<file path="config.mk">
export PLATFORM = sky130hd
export DESIGN_NAME = dtc_timers
export DESIGN_NICKNAME = d
export VERILOG_FILES = /design/src/logic/dtc_timers.v /design/src/logic/dtc_sync.v
export VERILOG_INCLUDE_DIRS = /design/src /design/src/logic
export SDC_FILE = /design/constraint.sdc
export NUM_CORES = 1
export LEC_CHECK = 0
export ABC_AREA = 1
export BUFFER_PORTS_ARGS = -buffer_cell sky130_fd_sc_hd__buf_2
export CAP_MARGIN = 20
export CORE_UTILIZATION = 30
export DETAILED_ROUTE_END_ITERATION = 8
export GPL_ROUTABILITY_DRIVEN = 1
export PLACE_DENSITY = 0.49
export SLEW_MARGIN = 20
export SYNTH_ARGS = -nofsm -noshare
export SYNTH_HDL_FRONTEND = slang
export SYNTH_SLANG_ARGS = --single-unit
</file>
<file path="constraint.sdc">
create_clock -name aclk -period 2.3 [get_ports aclk]
set_clock_uncertainty 0.2 [all_clocks]
set_input_delay 0.23 -clock aclk [delete_from_list [all_inputs] [get_ports aclk]]
set_output_delay 0.23 -clock aclk [all_outputs]
set_load 0.01 [all_outputs]
</file>
<file path="src/logic/dtc_defines.vh">
/*
 Constants for the dual timer/counter block: register offsets, field
 positions, mode codes and reset values.
 Assumes inclusion by bare name from the design files.
*/
`ifndef DTC_DEFINES_VH
`define DTC_DEFINES_VH

// Register byte offsets
`define DTC_OFF_WCTRL 8'h00
`define DTC_OFF_WCMPL 8'h04
`define DTC_OFF_WCMPH 8'h08
`define DTC_OFF_WCNT 8'h0c
`define DTC_OFF_NCTRL 8'h10
`define DTC_OFF_NCMP 8'h14
`define DTC_OFF_NCNT 8'h18
`define DTC_OFF_ISTAT 8'h1c
`define DTC_OFF_IMASK 8'h20

// Wide control fields
`define DTC_WC_MODE_LO 0
`define DTC_WC_EDGE 2
`define DTC_WC_EN 3
// Narrow control fields
`define DTC_NC_MODE_LO 0
`define DTC_NC_START 2
`define DTC_NC_FFSET 3
`define DTC_NC_FFVAL 4

// Mode codes
`define DTC_W_TIMER 2'h0
`define DTC_W_COUNTER 2'h1
`define DTC_W_WINDOW 2'h2
`define DTC_N_TIMER 2'h0
`define DTC_N_COUNTER 2'h1
`define DTC_N_DIVIDER 2'h2
`define DTC_N_PWM 2'h3

// Interrupt status bits
`define DTC_IRQ_WIDE 0
`define DTC_IRQ_NARROW 1

// Reset values and constants
`define DTC_ZERO16 16'h0000
`define DTC_ZERO8 8'h00
`define DTC_ONES8 8'hff
`define DTC_CMP16_RST 16'hffff
`define DTC_CMP8_RST 8'hff
`define DTC_ONE16 16'h0001
`define DTC_ONE8 8'h01
`define DTC_RESP_OKAY 2'h0
`define DTC_RESP_SLVERR 2'h2

`endif

</file>
<file path="src/logic/dtc_timers.v">
/*
 Wide 16-bit and narrow 8-bit up-counting timer/counters with an
 AXI4-Lite register slave and one level interrupt.
 Assumes a single clock aclk, a synchronous active-low reset and
 external pins asynchronous to aclk.
*/
// The AXI4-Lite slave port and the placing of the registers were decided locally.
`timescale 1ns/10ps
`include "dtc_defines.vh"

module dtc_timers (
   // Clock and reset
   input wire aclk,
   input wire aresetn,
   // AXI4-Lite write address
   input wire [7:0] s_axi_awaddr,
   input wire s_axi_awvalid,
   output reg s_axi_awready,
   // AXI4-Lite write data
   input wire [31:0] s_axi_wdata,
   input wire [3:0] s_axi_wstrb,
   input wire s_axi_wvalid,
   output reg s_axi_wready,
   // AXI4-Lite write response
   output reg [1:0] s_axi_bresp,
   output reg s_axi_bvalid,
   input wire s_axi_bready,
   // AXI4-Lite read address
   input wire [7:0] s_axi_araddr,
   input wire s_axi_arvalid,
   output reg s_axi_arready,
   // AXI4-Lite read data
   output reg [31:0] s_axi_rdata,
   output reg [1:0] s_axi_rresp,
   output reg s_axi_rvalid,
   input wire s_axi_rready,
   // External pins
   input wire wide_clk_pin,
   input wire narrow_clk_pin,
   // Outputs
   output reg divider_out_n,
   output reg irq_q
);
   // Registers
   reg [1:0] wide_mode_q;
   reg wide_edge_select_q;
   reg wide_en_q;
   reg [7:0] wide_compare_low_q;
   reg [7:0] wide_compare_high_q;
   reg wide_cmp_hold_q;
   reg [15:0] wide_cnt_q;
   reg [1:0] narrow_mode_q;
   reg narrow_start_q;
   reg [7:0] narrow_compare_value_q;
   reg [7:0] narrow_active_q;
   reg [7:0] narrow_cnt_q;
   reg narrow_ff_q;
   reg [1:0] istat_q;
   reg [1:0] imask_q;
   reg wpin_d1_q;
   reg npin_d1_q;
   reg int_clk_d1_q;
   reg int_clk_q;
   // AXI holding state
   reg aw_held_q;
   reg w_held_q;
   reg [7:0] awaddr_q;
   reg [31:0] wdata_q;
   reg [3:0] wstrb_q;

   wire wpin_s;
   wire npin_s;

   // Pin synchronisers
   dtc_sync u_wsync (
      .aclk(aclk),
      .aresetn(aresetn),
      .pin(wide_clk_pin),
      .level_q(wpin_s)
   );
   dtc_sync u_nsync (
      .aclk(aclk),
      .aresetn(aresetn),
      .pin(narrow_clk_pin),
      .level_q(npin_s)
   );

   // Internal counting clock: aclk divided by two as an enable
   always @(posedge aclk) begin
      if (!aresetn) begin
         int_clk_q <= 1'b0;
         int_clk_d1_q <= 1'b0;
         wpin_d1_q <= 1'b0;
         npin_d1_q <= 1'b0;
      end else begin
         int_clk_q <= ~int_clk_q;
         int_clk_d1_q <= int_clk_q;
         wpin_d1_q <= wpin_s;
         npin_d1_q <= npin_s;
      end
   end

   wire int_rise = int_clk_q & ~int_clk_d1_q;
   wire wpin_rise = wpin_s & ~wpin_d1_q;
   wire wpin_fall = ~wpin_s & wpin_d1_q;
   wire npin_rise = npin_s & ~npin_d1_q;
   // Window gate: rising edge of internal clock AND window pin
   wire win_and = int_clk_q & wpin_s;
   wire win_and_d1 = int_clk_d1_q & wpin_d1_q;

   // Wide tick select per mode
   reg wide_tick;
   always @* begin
      case (wide_mode_q)
         `DTC_W_TIMER: wide_tick = int_rise;
         `DTC_W_COUNTER: wide_tick = wide_edge_select_q ?
            wpin_fall : wpin_rise;
         `DTC_W_WINDOW: wide_tick = win_and & ~win_and_d1;
         default: wide_tick = 1'b0;
      endcase
   end

   wire [15:0] wide_cmp = {wide_compare_high_q, wide_compare_low_q};
   // Matching suppressed between low and high writes
   wire wide_match = wide_en_q & ~wide_cmp_hold_q &
      (wide_cnt_q == wide_cmp);

   // Narrow tick select
   wire narrow_tick = (narrow_mode_q == `DTC_N_COUNTER) ?
      npin_rise : int_rise;
   wire narrow_pwm = (narrow_mode_q == `DTC_N_PWM);
   wire narrow_div = (narrow_mode_q == `DTC_N_DIVIDER);
   wire narrow_run = narrow_start_q;
   wire narrow_match = narrow_run & (narrow_cnt_q == narrow_active_q);
   wire narrow_ovf = narrow_run & narrow_tick &
      (narrow_cnt_q == `DTC_ONES8);
   // Narrow interrupt event
   wire narrow_evt = narrow_pwm ? narrow_ovf : narrow_match;
   wire wide_evt = wide_match;

   // AXI write decode
   wire wr_go = aw_held_q & w_held_q & ~s_axi_bvalid;
   wire wr_lo = wr_go & wstrb_q[0];
   wire wr_wctrl = wr_lo & (awaddr_q == `DTC_OFF_WCTRL);
   wire wr_wcmpl = wr_lo & (awaddr_q == `DTC_OFF_WCMPL);
   wire wr_wcmph = wr_lo & (awaddr_q == `DTC_OFF_WCMPH);
   wire wr_nctrl = wr_lo & (awaddr_q == `DTC_OFF_NCTRL);
   wire wr_ncmp = wr_lo & (awaddr_q == `DTC_OFF_NCMP);
   wire wr_imask = wr_lo & (awaddr_q == `DTC_OFF_IMASK);
   wire wr_known = (awaddr_q == `DTC_OFF_WCTRL) |
      (awaddr_q == `DTC_OFF_WCMPL) | (awaddr_q == `DTC_OFF_WCMPH) |
      (awaddr_q == `DTC_OFF_WCNT) | (awaddr_q == `DTC_OFF_NCTRL) |
      (awaddr_q == `DTC_OFF_NCMP) | (awaddr_q == `DTC_OFF_NCNT) |
      (awaddr_q == `DTC_OFF_ISTAT) | (awaddr_q == `DTC_OFF_IMASK);
   wire start_rise = wr_nctrl & wdata_q[`DTC_NC_START] & ~narrow_start_q;
   wire rd_go = s_axi_arvalid & s_axi_arready;
   wire rd_istat = rd_go & (s_axi_araddr == `DTC_OFF_ISTAT);

   // Wide configuration and compare registers
   always @(posedge aclk) begin
      if (!aresetn) begin
         wide_mode_q <= `DTC_W_TIMER;
         wide_edge_select_q <= 1'b0;
         wide_en_q <= 1'b0;
         wide_compare_low_q <= `DTC_CMP8_RST;
         wide_compare_high_q <= `DTC_CMP8_RST;
         wide_cmp_hold_q <= 1'b0;
      end else begin
         if (wr_wctrl) begin
            wide_mode_q <= wdata_q[`DTC_WC_MODE_LO +: 2];
            wide_edge_select_q <= wdata_q[`DTC_WC_EDGE];
            wide_en_q <= wdata_q[`DTC_WC_EN];
         end
         if (wr_wcmpl) begin
            wide_compare_low_q <= wdata_q[7:0];
            wide_cmp_hold_q <= 1'b1;
         end
         if (wr_wcmph) begin
            wide_compare_high_q <= wdata_q[7:0];
            wide_cmp_hold_q <= 1'b0;
         end
      end
   end

   // Wide counter: 16-bit up count, clear on match
   always @(posedge aclk) begin
      if (!aresetn) begin
         wide_cnt_q <= `DTC_ZERO16;
      end else if (!wide_en_q) begin
         wide_cnt_q <= `DTC_ZERO16;
      end else if (wide_match) begin
         wide_cnt_q <= `DTC_ZERO16;
      end else if (wide_tick) begin
         wide_cnt_q <= wide_cnt_q + `DTC_ONE16;
      end
   end

   // Narrow control and compare, double-buffered in PWM mode only
   always @(posedge aclk) begin
      if (!aresetn) begin
         narrow_mode_q <= `DTC_N_TIMER;
         narrow_start_q <= 1'b0;
         narrow_compare_value_q <= `DTC_CMP8_RST;
         narrow_active_q <= `DTC_CMP8_RST;
      end else begin
         if (wr_nctrl) begin
            narrow_mode_q <= wdata_q[`DTC_NC_MODE_LO +: 2];
            narrow_start_q <= wdata_q[`DTC_NC_START];
         end
         if (wr_ncmp) begin
            narrow_compare_value_q <= wdata_q[7:0];
         end
         if (start_rise) begin
            narrow_active_q <= narrow_compare_value_q;
         end else if (narrow_pwm) begin
            if (narrow_ovf) begin
               narrow_active_q <= narrow_compare_value_q;
            end
         end else if (wr_ncmp) begin
            narrow_active_q <= wdata_q[7:0];
         end
      end
   end

   // Narrow counter: 8-bit, wraps in PWM, clears on match otherwise
   always @(posedge aclk) begin
      if (!aresetn) begin
         narrow_cnt_q <= `DTC_ZERO8;
      end else if (!narrow_run) begin
         narrow_cnt_q <= `DTC_ZERO8;
      end else if (narrow_pwm) begin
         if (narrow_tick) begin
            narrow_cnt_q <= narrow_cnt_q + `DTC_ONE8;
         end
      end else if (narrow_match) begin
         narrow_cnt_q <= `DTC_ZERO8;
      end else if (narrow_tick) begin
         narrow_cnt_q <= narrow_cnt_q + `DTC_ONE8;
      end
   end

   // Output flip-flop: reset zero, software preset, toggles
   always @(posedge aclk) begin
      if (!aresetn) begin
         narrow_ff_q <= 1'b0;
      end else if (wr_nctrl & wdata_q[`DTC_NC_FFSET]) begin
         narrow_ff_q <= wdata_q[`DTC_NC_FFVAL];
      end else if (narrow_div & narrow_match) begin
         narrow_ff_q <= ~narrow_ff_q;
      end else if (narrow_pwm & (narrow_ovf |
         (narrow_match & narrow_tick))) begin
         narrow_ff_q <= ~narrow_ff_q;
      end
   end

   // Output pin driven from a flop, inverted flip-flop value
   always @(posedge aclk) begin
      if (!aresetn) begin
         divider_out_n <= 1'b1;
      end else begin
         divider_out_n <= ~narrow_ff_q;
      end
   end

   // Sticky status, set wins over read-clear; level interrupt
   always @(posedge aclk) begin
      if (!aresetn) begin
         istat_q <= 2'h0;
         imask_q <= 2'h0;
         irq_q <= 1'b0;
      end else begin
         istat_q[`DTC_IRQ_WIDE] <= wide_evt |
            (istat_q[`DTC_IRQ_WIDE] & ~rd_istat);
         istat_q[`DTC_IRQ_NARROW] <= (narrow_evt & narrow_run) |
            (istat_q[`DTC_IRQ_NARROW] & ~rd_istat);
         if (wr_imask) begin
            imask_q <= wdata_q[1:0];
         end
         irq_q <= |(istat_q & imask_q);
      end
   end

   // AXI write channel: address and data in either order
   always @(posedge aclk) begin
      if (!aresetn) begin
         s_axi_awready <= 1'b0;
         s_axi_wready <= 1'b0;
         s_axi_bvalid <= 1'b0;
         s_axi_bresp <= `DTC_RESP_OKAY;
         aw_held_q <= 1'b0;
         w_held_q <= 1'b0;
         awaddr_q <= 8'h00;
         wdata_q <= 32'h00000000;
         wstrb_q <= 4'h0;
      end else begin
         s_axi_awready <= ~aw_held_q & ~s_axi_awready & ~s_axi_bvalid;
         s_axi_wready <= ~w_held_q & ~s_axi_wready & ~s_axi_bvalid;
         if (s_axi_awvalid & s_axi_awready) begin
            aw_held_q <= 1'b1;
            awaddr_q <= s_axi_awaddr;
            s_axi_awready <= 1'b0;
         end
         if (s_axi_wvalid & s_axi_wready) begin
            w_held_q <= 1'b1;
            wdata_q <= s_axi_wdata;
            wstrb_q <= s_axi_wstrb;
            s_axi_wready <= 1'b0;
         end
         if (wr_go) begin
            aw_held_q <= 1'b0;
            w_held_q <= 1'b0;
            s_axi_bvalid <= 1'b1;
            s_axi_bresp <= wr_known ? `DTC_RESP_OKAY : `DTC_RESP_SLVERR;
         end else if (s_axi_bvalid & s_axi_bready) begin
            s_axi_bvalid <= 1'b0;
         end
      end
   end

   // Read data mux
   reg [31:0] rd_d;
   reg rd_ok;
   always @* begin
      rd_d = 32'h00000000;
      rd_ok = 1'b1;
      case (s_axi_araddr)
         `DTC_OFF_WCTRL: rd_d[3:0] = {wide_en_q, wide_edge_select_q,
            wide_mode_q};
         `DTC_OFF_WCMPL: rd_d[7:0] = wide_compare_low_q;
         `DTC_OFF_WCMPH: rd_d[7:0] = wide_compare_high_q;
         `DTC_OFF_WCNT: rd_d[15:0] = wide_cnt_q;
         `DTC_OFF_NCTRL: rd_d[4:0] = {narrow_ff_q, 1'b0, narrow_start_q,
            narrow_mode_q};
         `DTC_OFF_NCMP: rd_d[7:0] = narrow_compare_value_q;
         `DTC_OFF_NCNT: rd_d[7:0] = narrow_cnt_q;
         `DTC_OFF_ISTAT: rd_d[1:0] = istat_q;
         `DTC_OFF_IMASK: rd_d[1:0] = imask_q;
         default: rd_ok = 1'b0;
      endcase
   end

   // AXI read channel
   always @(posedge aclk) begin
      if (!aresetn) begin
         s_axi_arready <= 1'b0;
         s_axi_rvalid <= 1'b0;
         s_axi_rdata <= 32'h00000000;
         s_axi_rresp <= `DTC_RESP_OKAY;
      end else begin
         s_axi_arready <= ~s_axi_arready & ~s_axi_rvalid & s_axi_arvalid;
         if (rd_go) begin
            s_axi_arready <= 1'b0;
            s_axi_rvalid <= 1'b1;
            s_axi_rdata <= rd_d;
            s_axi_rresp <= rd_ok ? `DTC_RESP_OKAY : `DTC_RESP_SLVERR;
         end else if (s_axi_rvalid & s_axi_rready) begin
            s_axi_rvalid <= 1'b0;
         end
      end
   end
endmodule

</file>
<file path="src/logic/dtc_sync.v">
/*
 Two flip-flop synchroniser for one pin level.
 Assumes the pin is asynchronous to aclk.
*/
`timescale 1ns/10ps
module dtc_sync (
   // Clock and reset
   input wire aclk,
   input wire aresetn,
   // Pin in, level out
   input wire pin,
   output reg level_q
);
   reg meta_q;

   // First stage feeds only the second
   always @(posedge aclk) begin
      if (!aresetn) begin
         meta_q <= 1'b0;
         level_q <= 1'b0;
      end else begin
         meta_q <= pin;
         level_q <= meta_q;
      end
   end
endmodule

</file>
==> metrics <==
Tcrit/Tclk final 84.16%; Relative slew margins 62.60%; WL final 16.42 mm; Distinct cells, synth 38; CP Launch Type register; P_sw 1.250 mW; min-delay src s_axi_araddr[4]; fin nets 997; WL/cell 13.60 µm; Final Hold Viols 0; CTS sink count 121; global route overflow 0; Resized cells post-CTS 0; cell breakdown of the critical path nor2_2 > nand2_1 > nor2_2 > nand2_2 > nor2_8 > nand3_4 > nand2_4 > nand2_1 > o21ai_0 > nand3_1 > nand2_1; Seq/Total Area, Yosys 41.16%; number of global-route vias before repair 4973; WL met2 7.186 mm; Final Cell Area 7267 µm²; placed cell area 6452 µm²; half-perimeter wire length after placement 12.27 mm; setup TNS 0 ps; CP max stage cell dfxtp_1; total track usage 17.29%; Slew Viols, Final 0; CP delay by family, top simple AND/OR/NAND/NOR gates; Root Buffer clkbuf_16; I/O pin cnt 104; LEAKAGE 3.210 nW; ys async rst share 0%; commonest non-fill, non-tap cell in the layout nand2_1; FF-to-FF setup slack 360 ps; min-delay worst type in -> reg; CP Data Required Time 2460 ps; Met1 Routed Length 8.143 mm; first-pass GRT wire length 26.38 mm; routability cong. 0.8172; DR pass1 iterations 5; PortBufs 58; RSZ-0062 raised after global routing false; Clock power frac 50.0%; worst hold path depth 5; Critical path origin awaddr_q[6]$_SDFFE_PN0P_; final setup fails 0; FF+latch count, synth 121; Pint 3.757 mW; Placed Cells 1149; R2R cell count 11; share of layout cells above drive strength 1 13.94%; CTS tree yes; DR top layer met4; Cell Area, Synth 5886 µm²; most frequent cells in the layout nand2_1, dfxtp_1, inv_1; Vias 5444; post-DR vias/cell 4.510; Post-synth EDFFs 0; hold path endpoint s_axi_rresp[1]$_SDFFE_PN0P_; initial core utilization 31.05%; Antenna Cells 0; Routed Antenna Nets 0; critical-path maximum fanout 15; WS Path Type reg -> reg; worst r2r dst narrow_active_q[0]$_SDFFE_PN1P_; Most common cell on crit path nand2_1; Switching Share 24.97%; crit path time final 1936 ps; status completed; Slew @ Worst Pin 558.0 ps; Max-Cap Viols 0; Layout area overhead 23.47%; pwr dens 689.0 nW/µm²; Worst VDD drop 0.0005107 V; CP peak stage delay 320 ps; clock transition at the registers of the reported paths 60 ps; die footprint 20180 µm²; total CTS buffers 17; Reg-to-Reg Start awaddr_q[6]$_SDFFE_PN0P_; CORE AREA 18960 µm²; pin count of the biggest net entering global routing 32; H-tree depth 4; die height 142.1 µm; top flop regs s_axi_rdata x16, wide_cnt_q x16; DRC violations left 0; Synth Warn # 0; clk_lat worst skew 420 ps; CTS Buffer Depth 2; initial detailed-routing violation count 365; Fmax achieved 0.5166 GHz; Avg Inst Size Synth 7.023 µm²; crit end category register; Syn Inst Count 838; Most used DFF post-synth dfxtp_1; initial antenna violation count 0; sequential fraction of design power 43.4%; Core Rows 50; WP buf/inv 0; Die X 142.1 µm; Comb pwr share 6.6%; CP Data Arrival Time 2090 ps; Final Core Density 38.34%; fin cells 1207; overall power 5.007 mW; DR WL met3 819 µm
==> power groups by stage <==
stage	Combinational, mW	Clock [mW]	Sequential (mW)
after global routing	0.372	2.67	2.18
after CTS	0.332	2.57	2.17
after global placement	0.296	0	2.22
after detailed placement	0.297	0	2.22
after floorplan	0.199	0	2.22
final	0.328	2.51	2.17
==> layer usage <==
| layer | GRT usage (%) | up-vias |
|---|---|---|
| met4 | 6.338 | 0 |
| li1 | - | 2872 |
| met3 | 3.701 | 15 |
| met2 | 26.29 | 130 |
| met1 | 23.87 | 2427 |
| met5 | 0 | - |
==> how the worst max path moves through the flow <==
stage | endpoint | slack (ps) | cells past startpoint
6_report | narrow_active_q[0]$_SDFFE_PN1P_ | 360 | 11
5_1_grt | narrow_cnt_q[0]$_SDFF_PN0_ | 160 | 9
4_1_cts | narrow_active_q[0]$_SDFFE_PN1P_ | 370 | 9
3_5_place_dp | s_axi_rdata[3]$_SDFFE_PN0P_ | 280 | 10
3_3_place_gp | s_axi_rdata[2]$_SDFFE_PN0P_ | 310 | 10
2_1_floorplan | narrow_active_q[0]$_SDFFE_PN1P_ | 550 | 10
==> worst register-to-register path, delay by kind of cell, from the launching register on <==
family	cells	cell delay [ps]
AOI/OAI and AO/OA	1	120
and+or+nand+nor	10	1230
DFF	1	320
==> cells by family after synthesis <==
logic type	synth area share [%]
AO/OA/AOI/OAI	17.60
flip-flops	41.16
XOR/XNOR	3.423
other	0.06371
AND/OR/NAND/NOR	25.60
buffers and inverters	11.73
adder cells (fa/ha/maj)	0.4251
==> synth_stat cells, types with 4 or more instances <==
| cell | number | share of area [%] |
|---|---|---|
| xor2_1 | 23 | 3.4 |
| o22ai_1 | 15 | 1.6 |
| a21oi_1 | 65 | 5.5 |
| nor2_2 | 6 | 0.64 |
| o21ai_0 | 69 | 5.9 |
| buf_4 | 18 | 2.3 |
| nand2_1 | 165 | 11 |
| nand3_1 | 36 | 3.1 |
| dfxtp_1 | 121 | 41 |
| clkbuf_1 | 17 | 1.1 |
| nor2_1 | 98 | 6.2 |
| nand4_1 | 5 | 0.53 |
| nor3_1 | 16 | 1.4 |
| inv_1 | 119 | 7.6 |
| nand2_2 | 4 | 0.43 |
| o211ai_1 | 24 | 3.1 |
==> layout make-up <==
type | instances | area (µm²)
Clock buffer | 18 | 429.2
Clock inverter | 14 | 125.1
Fill cell | 2066 | 11690
Inverter | 122 | 457.9
Multi-Input combinational cell | 572 | 2836
Sequential cell | 121 | 2422
Tap cell | 260 | 325.3
Timing Repair Buffer | 100 | 670.6
==> timing repair <==
action | CTS | global route
hold buffers | 26 | 0
endpoints found under the hold margin | 25 | 0
setup buffers | 0 | 0
==> metrics by stage <==
stage / worst slack [ps] / hold WS, ps
2_1_floorplan: 552.8 / 127.6
3_3_place_gp: 310.1 / 193.7
3_5_place_dp: 283.4 / 199.1
4_1_cts: 373.9 / 105.1
5_1_grt: 161.7 / 154.2
6_report: 364.3 / 100.6
Power figures use the tool's default switching activity.
